## src/verilog/ulfc_cfg.svh

```systemverilog
`ifndef ULFC_CFG_SVH
`define ULFC_CFG_SVH

// ==========================================================
// register byte offsets
`define ULFC_AW        4
`define ULFC_A_DATA    4'h0
`define ULFC_A_DIVH    4'h4
`define ULFC_A_STAT    4'h8
`define ULFC_A_LFC     4'hc

// ==========================================================
// line_format_control fields
`define ULFC_DIVISOR_ACCESS_BIT 7
`define ULFC_BREAK_BIT          6
`define ULFC_FORCED_PARITY_BIT  5
`define ULFC_PARITY_SENSE_BIT   4
`define ULFC_PARITY_ENABLE_BIT  3
`define ULFC_STOP_LENGTH_BIT    2
`define ULFC_WORD_LENGTH_HI     1
`define ULFC_WORD_LENGTH_LO     0

// ==========================================================
// reset values
`define ULFC_LFC_RST   8'h00
`define ULFC_DIV_RST   16'h000c
`define ULFC_EFR_RST   8'h00

// ==========================================================
// status register bits
`define ULFC_ST_RX_FULL  0
`define ULFC_ST_PAR_ERR  1
`define ULFC_ST_FRM_ERR  2
`define ULFC_ST_THR_EMPTY 3
`define ULFC_ST_TX_IDLE  4

// ==========================================================
// half-bit counts per line element
`define ULFC_HALF_START  3'h1
`define ULFC_HALF_BIT    3'h2
`define ULFC_HALF_STOP15 3'h3
`define ULFC_HALF_STOP2  3'h4

// ==========================================================
// bus responses
`define ULFC_OKAY      2'h0
`define ULFC_SLVERR    2'h2

`endif

```

## src/verilog/ulfc_pkg.sv

```systemverilog
`include "ulfc_cfg.svh"

package ulfc_pkg;

  // ==========================================================
  // types
  typedef enum logic [2:0] {TX_IDLE, TX_START, TX_DATA, TX_PAR, TX_STOP}
    ulfc_tx_st_t;
  typedef enum logic [2:0] {RX_IDLE, RX_START, RX_DATA, RX_PAR, RX_STOP}
    ulfc_rx_st_t;

  typedef struct packed {
    logic [1:0] wlen;
    logic       stop2;
    logic       par_en;
    logic       sense;
    logic       forced;
  } ulfc_fmt_t;

  typedef struct packed {
    ulfc_tx_st_t st;
    ulfc_fmt_t   f;
    logic [7:0]  sh;
    logic        par;
    logic [15:0] cnt;
    logic [2:0]  half;
    logic [2:0]  bitn;
    logic        txd;
    logic        busy;
  } ulfc_tx_s_t;

  typedef struct packed {
    logic [7:0]  lfc;
    logic [15:0] div;
    logic [7:0]  efr;
    logic [7:0]  thr;
    logic        thr_full;
    logic        tx_go;
    logic [7:0]  tx_byte;
    logic [7:0]  rbr;
    logic        rx_full;
    logic        perr;
    logic        ferr;
    logic        aw_ok;
    logic [3:0]  awaddr;
    logic        w_ok;
    logic [7:0]  wbyte;
    logic        wlane;
    logic        awready;
    logic        wready;
    logic        bvalid;
    logic [1:0]  bresp;
    logic        arready;
    logic        rvalid;
    logic [7:0]  rdata;
    logic [1:0]  rresp;
    ulfc_rx_st_t rst;
    ulfc_fmt_t   rf;
    logic [15:0] rcnt;
    logic [2:0]  rhalf;
    logic [2:0]  rbitn;
    logic [7:0]  rsh;
    logic        rpar;
  } ulfc_s_t;

  // ==========================================================
  // format helpers
  function automatic ulfc_fmt_t ulfc_fmt_of(input logic [7:0] v);
    ulfc_fmt_t f;
    f.wlen   = v[`ULFC_WORD_LENGTH_HI:`ULFC_WORD_LENGTH_LO];
    f.stop2  = v[`ULFC_STOP_LENGTH_BIT];
    f.par_en = v[`ULFC_PARITY_ENABLE_BIT];
    f.sense  = v[`ULFC_PARITY_SENSE_BIT];
    f.forced = v[`ULFC_FORCED_PARITY_BIT];
    return f;
  endfunction : ulfc_fmt_of

  // data must already be masked to the word length
  function automatic logic ulfc_par(input logic [7:0] d,
                                    input ulfc_fmt_t f);
    return f.forced ? ~f.sense : (f.sense ? ^d : ~(^d));
  endfunction : ulfc_par

  // index of the last data bit, 4..7
  function automatic logic [2:0] ulfc_last(input ulfc_fmt_t f);
    return {1'b0, f.wlen} + 3'h4;
  endfunction : ulfc_last

  function automatic logic [2:0] ulfc_stop_halves(input ulfc_fmt_t f);
    if (!f.stop2)
      return `ULFC_HALF_BIT;
    return (f.wlen == 2'h0) ? `ULFC_HALF_STOP15 : `ULFC_HALF_STOP2;
  endfunction : ulfc_stop_halves

endpackage : ulfc_pkg

```

## src/verilog/ulfc_tx.sv

```systemverilog
`timescale 1ns/1ps
`include "ulfc_cfg.svh"

module ulfc_tx (
  input  wire logic              aclk,
  input  wire logic              aresetn,
  input  wire logic [15:0]       div,
  input  wire logic [7:0]        lfc,
  input  wire logic              start,
  input  wire logic [7:0]        data,
  output logic                   busy,
  output logic                   txd
);

  ulfc_pkg::ulfc_tx_s_t s_r;
  ulfc_pkg::ulfc_tx_s_t s_nxt;
  logic [15:0]          lim;
  logic                 tick;
  logic [2:0]           need;
  logic                 done;
  logic [7:0]           md;
  ulfc_pkg::ulfc_fmt_t  f0;

  // ==========================================================
  // serializer, half-bit time base
  always_comb
  begin
    s_nxt = s_r;
    f0    = ulfc_pkg::ulfc_fmt_of(lfc);
    md    = data >> (3'h7 - ulfc_pkg::ulfc_last(f0));
    lim   = (div == 16'h0000) ? 16'h0000 : div - 16'h0001;
    tick  = (s_r.cnt >= lim);
    need  = (s_r.st == ulfc_pkg::TX_STOP) ?
            ulfc_pkg::ulfc_stop_halves(s_r.f) : `ULFC_HALF_BIT;
    done  = tick && (s_r.half == need - 3'h1);
    if (s_r.st != ulfc_pkg::TX_IDLE)
    begin
      s_nxt.cnt  = tick ? 16'h0000 : s_r.cnt + 16'h0001;
      s_nxt.half = !tick ? s_r.half : (done ? 3'h0 : s_r.half + 3'h1);
    end
    unique case (s_r.st)
      ulfc_pkg::TX_IDLE:
        if (start)
        begin
          // format frozen here so a mid-character write cannot hurt
          s_nxt.f    = f0;
          s_nxt.sh   = data;
          s_nxt.par  = ulfc_pkg::ulfc_par(md, f0);
          s_nxt.cnt  = 16'h0000;
          s_nxt.half = 3'h0;
          s_nxt.bitn = 3'h0;
          s_nxt.st   = ulfc_pkg::TX_START;
        end
      ulfc_pkg::TX_START:
        if (done)
          s_nxt.st = ulfc_pkg::TX_DATA;
      ulfc_pkg::TX_DATA:
        if (done)
        begin
          s_nxt.sh   = s_r.sh >> 1;
          s_nxt.bitn = s_r.bitn + 3'h1;
          if (s_r.bitn == ulfc_pkg::ulfc_last(s_r.f))
            s_nxt.st = s_r.f.par_en ? ulfc_pkg::TX_PAR
                                    : ulfc_pkg::TX_STOP;
        end
      ulfc_pkg::TX_PAR:
        if (done)
          s_nxt.st = ulfc_pkg::TX_STOP;
      ulfc_pkg::TX_STOP:
        if (done)
          s_nxt.st = ulfc_pkg::TX_IDLE;
    endcase
    s_nxt.busy = (s_nxt.st != ulfc_pkg::TX_IDLE);
    // line level of the next state; break overrides everything
    unique case (s_nxt.st)
      ulfc_pkg::TX_START: s_nxt.txd = 1'b0;
      ulfc_pkg::TX_DATA:  s_nxt.txd = s_nxt.sh[0];
      ulfc_pkg::TX_PAR:   s_nxt.txd = s_nxt.par;
      default:            s_nxt.txd = 1'b1;
    endcase
    if (lfc[`ULFC_BREAK_BIT])
      s_nxt.txd = 1'b0;
  end

  // ==========================================================
  // state register
  always_ff @(posedge aclk)
  begin
    if (!aresetn)
    begin
      s_r     <= '0;
      s_r.txd <= 1'b1;
    end
    else
      s_r <= s_nxt;
  end

  assign busy = s_r.busy;
  assign txd  = s_r.txd;

endmodule : ulfc_tx

```

## src/verilog/ulfc_top.sv

```systemverilog
// Design decisions made here: the register addresses and register access over AXI4-Lite.
`timescale 1ns/1ps
`include "ulfc_cfg.svh"

module ulfc_top (
  input  wire logic              aclk,
  input  wire logic              aresetn,
  input  wire logic [3:0]        s_axi_awaddr,
  input  wire logic              s_axi_awvalid,
  output logic                   s_axi_awready,
  input  wire logic [31:0]       s_axi_wdata,
  input  wire logic [3:0]        s_axi_wstrb,
  input  wire logic              s_axi_wvalid,
  output logic                   s_axi_wready,
  output logic [1:0]             s_axi_bresp,
  output logic                   s_axi_bvalid,
  input  wire logic              s_axi_bready,
  input  wire logic [3:0]        s_axi_araddr,
  input  wire logic              s_axi_arvalid,
  output logic                   s_axi_arready,
  output logic [31:0]            s_axi_rdata,
  output logic [1:0]             s_axi_rresp,
  output logic                   s_axi_rvalid,
  input  wire logic              s_axi_rready,
  output logic                   txd,
  input  wire logic              rxd
);

  ulfc_pkg::ulfc_s_t    s_r;
  ulfc_pkg::ulfc_s_t    s_nxt;
  logic                 tx_busy;
  logic                 dlab;
  logic [15:0]          rlim;
  logic                 rtick;
  logic [2:0]           rneed;
  logic                 rdone;
  logic [7:0]           rword;

  // ==========================================================
  // transmitter
  // the serializer reads the live format register but freezes its own
  // copy at launch, so only the break bit acts in mid-character; the
  // divisor is also live, so software should change it only while the
  // line is idle, or the character in flight is stretched or squeezed
  ulfc_tx u_tx (
    .aclk    (aclk),
    .aresetn (aresetn),
    .div     (s_r.div),
    .lfc     (s_r.lfc),
    .start   (s_r.tx_go),
    .data    (s_r.tx_byte),
    .busy    (tx_busy),
    .txd     (txd)
  );

  // ==========================================================
  // next-state logic
  always_comb
  begin
    s_nxt = s_r;
    dlab  = s_r.lfc[`ULFC_DIVISOR_ACCESS_BIT];

    // write address and data are taken independently
    // each half is parked in its own holding flop, so a master that
    // offers data before the address (or the other way round) is served
    // without a combinational path from valid to ready
    if (s_r.bvalid && s_axi_bready)
      s_nxt.bvalid = 1'b0;
    if (s_axi_awvalid && s_r.awready)
    begin
      s_nxt.aw_ok  = 1'b1;
      s_nxt.awaddr = s_axi_awaddr;
    end
    if (s_axi_wvalid && s_r.wready)
    begin
      s_nxt.w_ok  = 1'b1;
      s_nxt.wbyte = s_axi_wdata[7:0];
      s_nxt.wlane = s_axi_wstrb[0];
    end

    // hand the holding byte to the serializer when it is free;
    // tx_go guards against a second launch before busy rises
    s_nxt.tx_go = 1'b0;
    if (s_r.thr_full && !tx_busy && !s_r.tx_go)
    begin
      s_nxt.tx_go    = 1'b1;
      s_nxt.tx_byte  = s_r.thr;
      s_nxt.thr_full = 1'b0;
    end

    // register write once both halves are held
    // the answer waits until the old response has been taken, so one
    // write at most is in flight; the decode uses the access bit as it
    // stood before this write, so a write that flips the access bit
    // only changes the map for the next transfer
    // a lane 0 strobe of zero stores nothing but still answers okay where the register is writable
    if (s_r.aw_ok && s_r.w_ok && !s_r.bvalid)
    begin
      s_nxt.aw_ok  = 1'b0;
      s_nxt.w_ok   = 1'b0;
      s_nxt.bvalid = 1'b1;
      s_nxt.bresp  = `ULFC_OKAY;
      case (s_r.awaddr)
        `ULFC_A_LFC:
          if (s_r.wlane)
            s_nxt.lfc = s_r.wbyte;
        `ULFC_A_DATA:
          if (dlab)
          begin
            if (s_r.wlane)
              s_nxt.div[7:0] = s_r.wbyte;
          end
          else if (s_r.wlane)
          begin
            s_nxt.thr      = s_r.wbyte;
            s_nxt.thr_full = 1'b1;
          end
        `ULFC_A_DIVH:
          if (!dlab)
            s_nxt.bresp = `ULFC_SLVERR;
          else if (s_r.wlane)
            s_nxt.div[15:8] = s_r.wbyte;
        `ULFC_A_STAT:
          if (!dlab)
            s_nxt.bresp = `ULFC_SLVERR;
          else if (s_r.wlane)
            s_nxt.efr = s_r.wbyte;
        default:
          s_nxt.bresp = `ULFC_SLVERR;
      endcase
    end

    // register read; answer one cycle after the address is taken
    // the read data is captured in the accepting cycle, so a status bit
    // that changes while the answer waits for rready is not seen until
    // the next read; side effects (flag clears) happen once, at accept
    // hidden registers answer with an error and zero data rather than
    // silently aliasing, so software notices a wrong access bit
    if (s_r.rvalid && s_axi_rready)
      s_nxt.rvalid = 1'b0;
    if (s_axi_arvalid && s_r.arready)
    begin
      s_nxt.rvalid = 1'b1;
      s_nxt.rresp  = `ULFC_OKAY;
      s_nxt.rdata  = 8'h00;
      case (s_axi_araddr)
        `ULFC_A_LFC:
          s_nxt.rdata = s_r.lfc;
        `ULFC_A_DATA:
          if (dlab)
            s_nxt.rdata = s_r.div[7:0];
          else
          begin
            s_nxt.rdata   = s_r.rbr;
            s_nxt.rx_full = 1'b0;
          end
        `ULFC_A_DIVH:
          if (dlab)
            s_nxt.rdata = s_r.div[15:8];
          else
            s_nxt.rresp = `ULFC_SLVERR;
        `ULFC_A_STAT:
          if (dlab)
            s_nxt.rdata = s_r.efr;
          else
          begin
            s_nxt.rdata[`ULFC_ST_RX_FULL]   = s_r.rx_full;
            s_nxt.rdata[`ULFC_ST_PAR_ERR]   = s_r.perr;
            s_nxt.rdata[`ULFC_ST_FRM_ERR]   = s_r.ferr;
            s_nxt.rdata[`ULFC_ST_THR_EMPTY] = ~s_r.thr_full;
            s_nxt.rdata[`ULFC_ST_TX_IDLE]   =
              ~(tx_busy | s_r.thr_full | s_r.tx_go);
            // error flags clear on read; a new error below still wins
            s_nxt.perr = 1'b0;
            s_nxt.ferr = 1'b0;
          end
        default:
          s_nxt.rresp = `ULFC_SLVERR;
      endcase
    end

    // receiver time base: one tick per half bit
    // the half-bit grain lets the start bit be checked at its middle
    // and every later bit be sampled a full bit time apart; a divisor
    // of zero is treated as one so the counter never stalls
    rlim  = (s_r.div == 16'h0000) ? 16'h0000 : s_r.div - 16'h0001;
    rtick = (s_r.rcnt >= rlim);
    rneed = (s_r.rst == ulfc_pkg::RX_START) ? `ULFC_HALF_START
                                             : `ULFC_HALF_BIT;
    rdone = rtick && (s_r.rhalf == rneed - 3'h1);
    rword = s_r.rsh >> (3'h7 - ulfc_pkg::ulfc_last(s_r.rf));
    if (s_r.rst != ulfc_pkg::RX_IDLE)
    begin
      s_nxt.rcnt  = rtick ? 16'h0000 : s_r.rcnt + 16'h0001;
      s_nxt.rhalf = !rtick ? s_r.rhalf
                           : (rdone ? 3'h0 : s_r.rhalf + 3'h1);
    end

    // receiver: samples at mid bit, only the first stop bit is checked
    // limitation: a second stop bit or the half stop is not sampled, and
    // the receiver rearms at mid stop, so it tolerates a peer whose
    // clock runs slightly fast; a glitch that is high again at the
    // middle of the start bit is dropped as a false start
    // the format is frozen at the start edge for the same reason as on
    // the transmit side
    unique case (s_r.rst)
      ulfc_pkg::RX_IDLE:
        if (!rxd)
        begin
          s_nxt.rf    = ulfc_pkg::ulfc_fmt_of(s_r.lfc);
          s_nxt.rcnt  = 16'h0000;
          s_nxt.rhalf = 3'h0;
          s_nxt.rbitn = 3'h0;
          s_nxt.rst   = ulfc_pkg::RX_START;
        end
      ulfc_pkg::RX_START:
        if (rdone)
          s_nxt.rst = rxd ? ulfc_pkg::RX_IDLE : ulfc_pkg::RX_DATA;
      ulfc_pkg::RX_DATA:
        if (rdone)
        begin
          s_nxt.rsh   = {rxd, s_r.rsh[7:1]};
          s_nxt.rbitn = s_r.rbitn + 3'h1;
          if (s_r.rbitn == ulfc_pkg::ulfc_last(s_r.rf))
            s_nxt.rst = s_r.rf.par_en ? ulfc_pkg::RX_PAR
                                      : ulfc_pkg::RX_STOP;
        end
      ulfc_pkg::RX_PAR:
        if (rdone)
        begin
          s_nxt.rpar = rxd;
          s_nxt.rst  = ulfc_pkg::RX_STOP;
        end
      ulfc_pkg::RX_STOP:
        if (rdone)
        begin
          s_nxt.rst     = ulfc_pkg::RX_IDLE;
          s_nxt.rbr     = rword;
          s_nxt.rx_full = 1'b1;
          if (!rxd)
            s_nxt.ferr = 1'b1;
          if (s_r.rf.par_en &&
              s_r.rpar != ulfc_pkg::ulfc_par(rword, s_r.rf))
            s_nxt.perr = 1'b1;
        end
    endcase

    // ready flags registered so every bus output leaves a flop
    // they are derived from the next state, so ready drops in the same
    // edge that takes a transfer and a second one cannot slip in
    s_nxt.awready = ~s_nxt.aw_ok & ~s_nxt.bvalid;
    s_nxt.wready  = ~s_nxt.w_ok & ~s_nxt.bvalid;
    s_nxt.arready = ~s_nxt.rvalid;
  end

  // ==========================================================
  // state register
  // reset clears the whole struct, then sets the few fields whose idle
  // value is not zero; the bus is ready to take a request in the first
  // cycle after reset is released
  always_ff @(posedge aclk)
  begin
    if (!aresetn)
    begin
      s_r         <= '0;
      s_r.lfc     <= `ULFC_LFC_RST;
      s_r.div     <= `ULFC_DIV_RST;
      s_r.efr     <= `ULFC_EFR_RST;
      s_r.awready <= 1'b1;
      s_r.wready  <= 1'b1;
      s_r.arready <= 1'b1;
    end
    else
      s_r <= s_nxt;
  end

  // ==========================================================
  // bus outputs
  // only one byte lane carries data; the upper lanes read as zero
  assign s_axi_awready = s_r.awready;
  assign s_axi_wready  = s_r.wready;
  assign s_axi_bvalid  = s_r.bvalid;
  assign s_axi_bresp   = s_r.bresp;
  assign s_axi_arready = s_r.arready;
  assign s_axi_rvalid  = s_r.rvalid;
  assign s_axi_rresp   = s_r.rresp;
  assign s_axi_rdata   = {24'h000000, s_r.rdata};

endmodule : ulfc_top

```

## config.mk

```make
export PLATFORM = sky130hd
export DESIGN_NAME = ulfc_top
export DESIGN_NICKNAME = d
export VERILOG_FILES = /design/src/verilog/ulfc_pkg.sv /design/src/verilog/ulfc_tx.sv /design/src/verilog/ulfc_top.sv
export VERILOG_INCLUDE_DIRS = /design/src /design/src/verilog
export SDC_FILE = /design/constraint.sdc
export NUM_CORES = 1
export LEC_CHECK = 0
export BUFFER_PORTS_ARGS = -buffer_cell sky130_fd_sc_hd__buf_2
export CORE_ASPECT_RATIO = 0.75
export CORE_UTILIZATION = 30
export CTS_CLUSTER_DIAMETER = 150
export DETAILED_ROUTE_END_ITERATION = 10
export GPL_TIMING_DRIVEN = 0
export SETUP_SLACK_MARGIN = 0.05
export SLEW_MARGIN = 20
export SYNTH_ARGS = -nofsm -noshare
export SYNTH_HDL_FRONTEND = slang
export SYNTH_SLANG_ARGS = --single-unit
```

## constraint.sdc

```tcl
create_clock -name aclk -period 10.4 [get_ports aclk]
set_input_delay 1.56 -clock aclk [delete_from_list [all_inputs] [get_ports aclk]]
set_output_delay 1.56 -clock aclk [all_outputs]
set_load 0.05 [all_outputs]
```

==> results of run 1 <==
-- worst min-delay path by stage --
stage	start	to	slack, ns	cells past startpoint
after CTS	s_r[1]	s_r[1]	0.46	2
final	s_r[94]	s_r[84]	0.45	2
after global placement	s_r[93]	s_r[83]	0.44	2
after global routing	s_r[95]	s_r[85]	0.47	2
after detailed placement	s_r[98]	s_r[88]	0.45	2
after floorplan	s_r[93]	s_r[83]	0.43	2
-- power by group through the flow --
stage / registers, W / logic (W) / clock network (W)
CTS: 0.000668 / 0.0000995 / 0.000680
finish: 0.000668 / 0.0000999 / 0.000663
global placement: 0.000682 / 0.0000984 / 0
floorplan: 0.000685 / 0.0000696 / 0
global route: 0.000669 / 0.000108 / 0.000708
detailed placement: 0.000683 / 0.0000990 / 0
-- worst max-delay path: cells and delay by family, from the launching register on --
family	cells	cell delay [ns]
simple gates	8	2.31
compound gates	6	1.06
buf+inv	2	0.72
flops	1	0.42
fa+ha+maj	1	0.27
-- layout by cell type, fill, tap and decap left out, drive strengths merged, types with 3 or more instances in the layout --
cell | netlist | layout
a22oi | 10 | 10
inv | 22 | 27
xnor2 | 29 | 29
dfxtp | 170 | 170
mux2i | 59 | 59
nand3 | 34 | 34
and4 | 3 | 3
ha | 41 | 41
o21ai | 32 | 32
and3 | 10 | 10
buf | 49 | 87
or3 | 7 | 7
clkbuf | 33 | 55
nand4 | 19 | 19
nand2 | 139 | 139
o21a | 4 | 4
nor4 | 8 | 8
o22ai | 4 | 4
nand2b | 9 | 9
a222oi | 8 | 8
conb | 1 | 26
mux2 | 8 | 8
nor3 | 18 | 18
a22o | 4 | 4
xor2 | 34 | 34
and2 | 13 | 13
a31oi | 6 | 6
nor2b | 6 | 6
a211o | 3 | 3
a21o | 7 | 7
a21oi | 79 | 79
nand3b | 7 | 7
a211oi | 4 | 4
nor2 | 149 | 149
-- cell usage after synthesis, types with 13 or more instances --
library cell,n,area share [%]
clkbuf_1,33,1.4
nor2_1,148,6.2
nor3_1,16,0.90
and2_1,13,0.91
buf_4,36,3.0
dfxtp_1,170,38
xor2_1,34,3.3
nand4_1,19,1.3
nand3_1,34,1.9
a21oi_1,78,4.4
inv_1,21,0.89
nand2_1,139,5.9
xnor2_1,29,2.9
mux2i_1,59,6.6
o21ai_0,32,1.8
ha_1,41,5.8
-- stage by stage --
stage               instance area (sq um)  instances  utilization, %  hold slack, ns  total power [W]
floorplan                            8992       1085               -          0.4315        0.0007547
global placement                     9673       1515           33.22          0.4437        0.0007808
detailed placement                   9673       1515           33.22          0.4484        0.0007817
CTS                                 10280       1547           35.32          0.4595         0.001448
global route                        10290       1547           35.34          0.4676         0.001484
finish                              10290       1547           35.34          0.4525         0.001431
-- cells by family after synthesis --
group | share of synthesized area, %
buffers and inverters | 6.201
AND/OR/NAND/NOR | 22.41
flip-flops | 38.25
other | 0.04214
adder cells (fa/ha/maj) | 5.765
multiplexers | 8.155
XOR/XNOR | 6.454
AO/OA/AOI/OAI | 12.73
-- area by class of cell --
type                            instances  area, sq um  area share (%)
Buffer                                 82        469.2           4.560
Clock buffer                           22        484.2           4.706
Clock inverter                         10        127.6           1.240
Inverter                               22        82.58          0.8025
Multi-Input combinational cell        811         5042           49.00
Sequential cell                       170         3403           33.07
Tap cell                              392        490.5           4.767
Timing Repair Buffer                   38        190.2           1.848
-- per-layer routing --
metal / share of wire, % / wire length (microns) / vias up / track usage (%)
met5: 0 / 0 / - / 0
met4: 0.74 / 170 / 0 / 3.321
met3: 6.7 / 1522 / 12 / 4.238
met2: 40 / 9037 / 207 / 21.30
met1: 53 / 12110 / 3554 / 23.51
li1: - / - / 3805 / -
==> reports/qor.csv, run 1 <==
metric,value,unit
Total Wirelength,22.84,mm
cell-internal power,0.001070,W
TNS Setup,0,ns
crit path launch type,flip-flop,
synthesized flop and latch total,170,
Post-synth EDFFs,0,
Fmax,205.0,MHz
fraction of registers with async set/reset,0,%
Mapped Cells,1060,
Die Height,151.2,microns
CP endpoint kind,flip-flop,
Worst R2R Setup Slack,5.52,ns
Post-Syn Area,8899,sq um
core area,29120,sq um
final period utilization,46.90,%
Sw Share,25.25,%
number of DRC markers in iteration 0,593,
"critical path, cell by cell","or4_1, nor4_1, nand2b_1, nor2_1, nand4b_1, clkbuf_1, nand2_1, ha_1, a21o_1, a21o_1, a21oi_1, and3b_1, o211ai_1, nand3_1, clkbuf_1, a31oi_1, a21oi_1",
CP endpoint,s_r[37],
Worst-Margin Slew,1.025,ns
sequential cell area fraction in the yosys report,38.25,%
Die X,200.9,microns
Resize count post-CTS,0,
Final Hold Fails,0,
"slowest stage cell, crit path",or4_1,
Leakage,4.256,nW
# nets final,1235,
FF-to-FF Start,s_r[115],
post-route minimum period,4.878,ns
hold crit path type,reg -> reg,
largest net degree at the start of global routing,17,
initial antenna violation count,0,
TritonCTS buffer count,17,
cells on worst reg2reg path,17,
Antenna Violating Nets Remaining,0,
die area,30360,sq um
clock slew at reported path FFs,0.07,ns
Vias,7578,
Max Slew Vio Count,0,
VDD IR max,102.5,uV
n_diodes,0,
vias in the first global route,6707,
Reg with most FFs,s_r,
"Clk Latency, worst-skew pair",0.44,ns
slew margin rel.,31.09,%
Area Overhead vs Synth,15.64,%
H-Tree Depth,4,
critical path's largest stage delay,0.63,ns
first-pass GRT wire length,36.80,mm
Initial Util,30.56,%
Psw,0.0003614,W
DR vias/cell,4.899,
fillcell total,3019,
total clock sinks,170,
"Avg Cell Area, Syn",8.395,sq um
RD Place Congestion,0.8654,
clock root cell,clkbuf_16,
drt pass-1 iters,7,
Main synth FF type,dfxtp_1,
peak fanout along the critical path,10,
r2r endpoint,s_r[37],
power per cell area,139.1,nW/um^2
clock skew,0.01171,ns
IO Pins,94,
max cap viols,0,
number of port buffers,38,
Final HPWL DP,17.04,mm
"worst slack, placed",5.696,ns
"Setup Fix Bufs, Post-CTS",0,
Clk pwr share,46.3,%
cell row count,54,
clk buf depth,2,
setup violators final,0,
fin worst setup slack,5.522,ns
synthesis warning total,0,
grt ovf,0,
Yosys cell types,68,
Crit Path Category,reg -> reg,
RSZ-0062 raised after global routing,no,
CTS tree,done,
worst setup path startpoint,s_r[115],
layout cells sized above 1,12.21,%
Comb pwr share,7.0,%
# DRC,0,
GRT Util Overall,15.51,%
Worst EP required,10.77,ns
Reg power frac,46.7,%
CTS Hold Bufs,0,
outcome,"finished, final reports clean",
number of flip-flops under the largest register name,114,
Routed WL per cell,14.77,microns
arrival time at the worst endpoint,5.25,ns
Power figures use the tool's default switching activity.
==> inputs of run 2 (changes only) <==
clock period = 5.1 ns   (was 10.4 ns; I/O delays follow)
==> run 2 against run 1 <==
  * Worst hold slack better by 0.0023 ns
  * Global-route usage stayed put
  * Clock-buffer cell count stayed put
  * Combinational power is 100% higher
  * Sequential share of layout area is 0.10 points lower
  * Via count is 0.38% lower
  * Core utilization is 0.11 points higher
  * First-iteration DRC count is 6.7% lower
  * Flip-flop and latch count stayed put
  * Largest cell class unchanged
  * Highest routed layer unchanged
==> reports/qor.csv, run 2 (synthesis gave the netlist of run 1 again) <==
metric,value,unit,change
outcome,"finished, final reports clean",,unchanged
layout cells sized above 1,12.80,%,was 12.21%
die area,30360,sq um,unchanged
final period utilization,91.06,%,was 46.90%
DR vias/cell,4.877,,was 4.899
cell row count,54,,unchanged
Tot Pwr,0.002921,W,was 0.001431 W
hold crit path type,reg -> reg,,unchanged
crit path launch type,flip-flop,,unchanged
clock slew at reported path FFs,0.07,ns,about the same
Crit Path Category,reg -> reg,,unchanged
max cap viols,0,,unchanged
number of DRC markers in iteration 0,553,,was 593
Worst-Margin Slew,1.035,ns,was 1.025 ns
Die X,200.9,microns,unchanged
H-Tree Depth,4,,unchanged
IO Pins,94,,unchanged
most frequent cells in the layout,"dfxtp_1 (170), nor2_1 (147), nand2_1 (139)",,"was dfxtp_1 (170), nor2_1 (148), nand2_1 (139)"
clk buf depth,2,,unchanged
Initial Util,30.56,%,unchanged
DP Area,9673,sq um,unchanged
grt ovf,0,,unchanged
# DRC,0,,unchanged
RSZ-0062 raised after global routing,no,,unchanged
CP endpoint kind,flip-flop,,unchanged
core area,29120,sq um,unchanged
post-route minimum period,4.644,ns,was 4.878 ns
Total Wirelength,22.91,mm,was 22.84 mm
clock skew,0.01054,ns,was 0.01171 ns
dpl cells,1515,,unchanged
Routed WL per cell,14.80,microns,was 14.77 microns
TNS Setup,0,ns,unchanged
Vias,7549,,was 7578
Final Hold Fails,0,,unchanged
number of flip-flops under the largest register name,114,,unchanged
CTS tree,done,,unchanged
peak fanout along the critical path,7,,was 10
VDD IR max,209.7,uV,was 102.5 uV
drt pass-1 iters,5,,was 7
GRT Util Overall,15.51,%,unchanged
largest net degree at the start of global routing,17,,unchanged
slew margin rel.,30.45,%,was 31.09%
n_diodes,0,,unchanged
Leakage,4.266,nW,was 4.256 nW
vias in the first global route,6707,,unchanged
Max Slew Vio Count,0,,unchanged
"non-filler cells, final",1548,,was 1547
RD Place Congestion,0.8654,,unchanged
TritonCTS buffer count,17,,unchanged
Worst R2R Setup Slack,0.46,ns,was 5.52 ns
"Clk Latency, worst-skew pair",0.44,ns,about the same
"commonest non-fill, non-tap cell in the layout",dfxtp_1,,unchanged
Reg with most FFs,s_r,,unchanged
Area Overhead vs Synth,15.99,%,was 15.64%
initial antenna violation count,0,,unchanged
# nets final,1236,,was 1235
Die Height,151.2,microns,unchanged
total clock sinks,170,,unchanged
arrival time at the worst endpoint,4.98,ns,was 5.25 ns
first-pass GRT wire length,36.80,mm,unchanged
clock root cell,clkbuf_16,,unchanged
number of port buffers,38,,unchanged
Worst EP required,5.44,ns,was 10.77 ns
cell area after layout,10320,sq um,was 10290 sq um
Antenna Violating Nets Remaining,0,,unchanged
setup violators final,0,,unchanged
fillcell total,3013,,was 3019
Fmax,215.3,MHz,was 205.0 MHz
Final HPWL DP,17.04,mm,unchanged
power per cell area,283.0,nW/um^2,was 139.1 nW/um^2
[run 2: cell count changes in the layout (fill, tap and decap cells not counted)]
cell and change:
nor3_1 -2, nor3_2 +2, a22oi_1 -1, a22oi_2 +1, buf_4 +1, clkbuf_1 -1
clkbuf_2 +1, nand3_1 -1, nand3_2 +1, nor2_1 -1, nor2_2 +1
[run 2: cell type report]
type / count / area (sq um) / area share, %
plain buffers: 82 / 470.5 / 4.558
clock buffers: 22 / 484.2 / 4.691
clock inverters: 10 / 127.6 / 1.237
inverters: 22 / 82.58 / 0.8001
multi-input cells: 811 / 5065 / 49.07
flip-flops and latches: 170 / 3403 / 32.97
well taps: 392 / 490.5 / 4.752
repair buffers: 39 / 197.7 / 1.915
[run 2: final timing paths]
check,from,to,cells past startpoint
worst max register to register,s_r[115],u_tx.txd,15
worst min register to register,s_r[94],s_r[84],2
worst min-delay path,s_r[94],s_r[84],2
worst max-delay path,s_r[115],u_tx.txd,15
[run 2: routing by layer]
| metal | global-route usage (%) | vias to the layer above | part of all wire [%] |
|---|---|---|---|
| li1 | - | 3799 | - |
| met1 | 23.51 | 3536 | 53 |
| met2 | 21.30 | 200 | 40 |
| met3 | 4.238 | 14 | 6.2 |
| met4 | 3.321 | 0 | 0.83 |
| met5 | 0 | - | 0 |
[run 2: where the power goes]
part	internal (W)	leakage (nW)	switching, W
Sequential	0.00134	1.37	0.0000196
Combinational	0.0000555	2.59	0.000148
Clock	0.000783	0.300	0.000571
[run 2: per-stage QoR]
step / worst slack [ns] / hold slack [ns] / util, %
final: 0.4560 / 0.4548 / 35.44
after global routing: 0.05551 / 0.4676 / 35.44
after CTS: 0.3705 / 0.4595 / 35.32
after detailed placement: 0.3960 / 0.4484 / 33.22
after global placement: 0.4742 / 0.4437 / 33.22
after floorplan: 1.194 / 0.4315 / -
[run 2: timing repair]
| item | in CTS | in global routing |
|---|---|---|
| hold buffers | 0 | 0 |
| buffers inserted | 0 | 1 |
| setup endpoints to repair | 0 | 33 |
| gates resized for setup | 0 | 7 |
| hold endpoints to repair | 0 | 0 |
[run 2: critical path: stages (launching register included)]
cell and delay (ns):
dfxtp_1 0.42, or4_1 0.63, nor4_1 0.30, nand2b_1 0.13
nor2_1 0.14, nand4b_1 0.27, and2_1 0.30, ha_1 0.26
nand2b_1 0.14, a2111o_1 0.41, a31oi_1 0.34, and2_1 0.27
nor3_1 0.08, o221a_2 0.32, o31a_1 0.28, o221ai_1 0.24
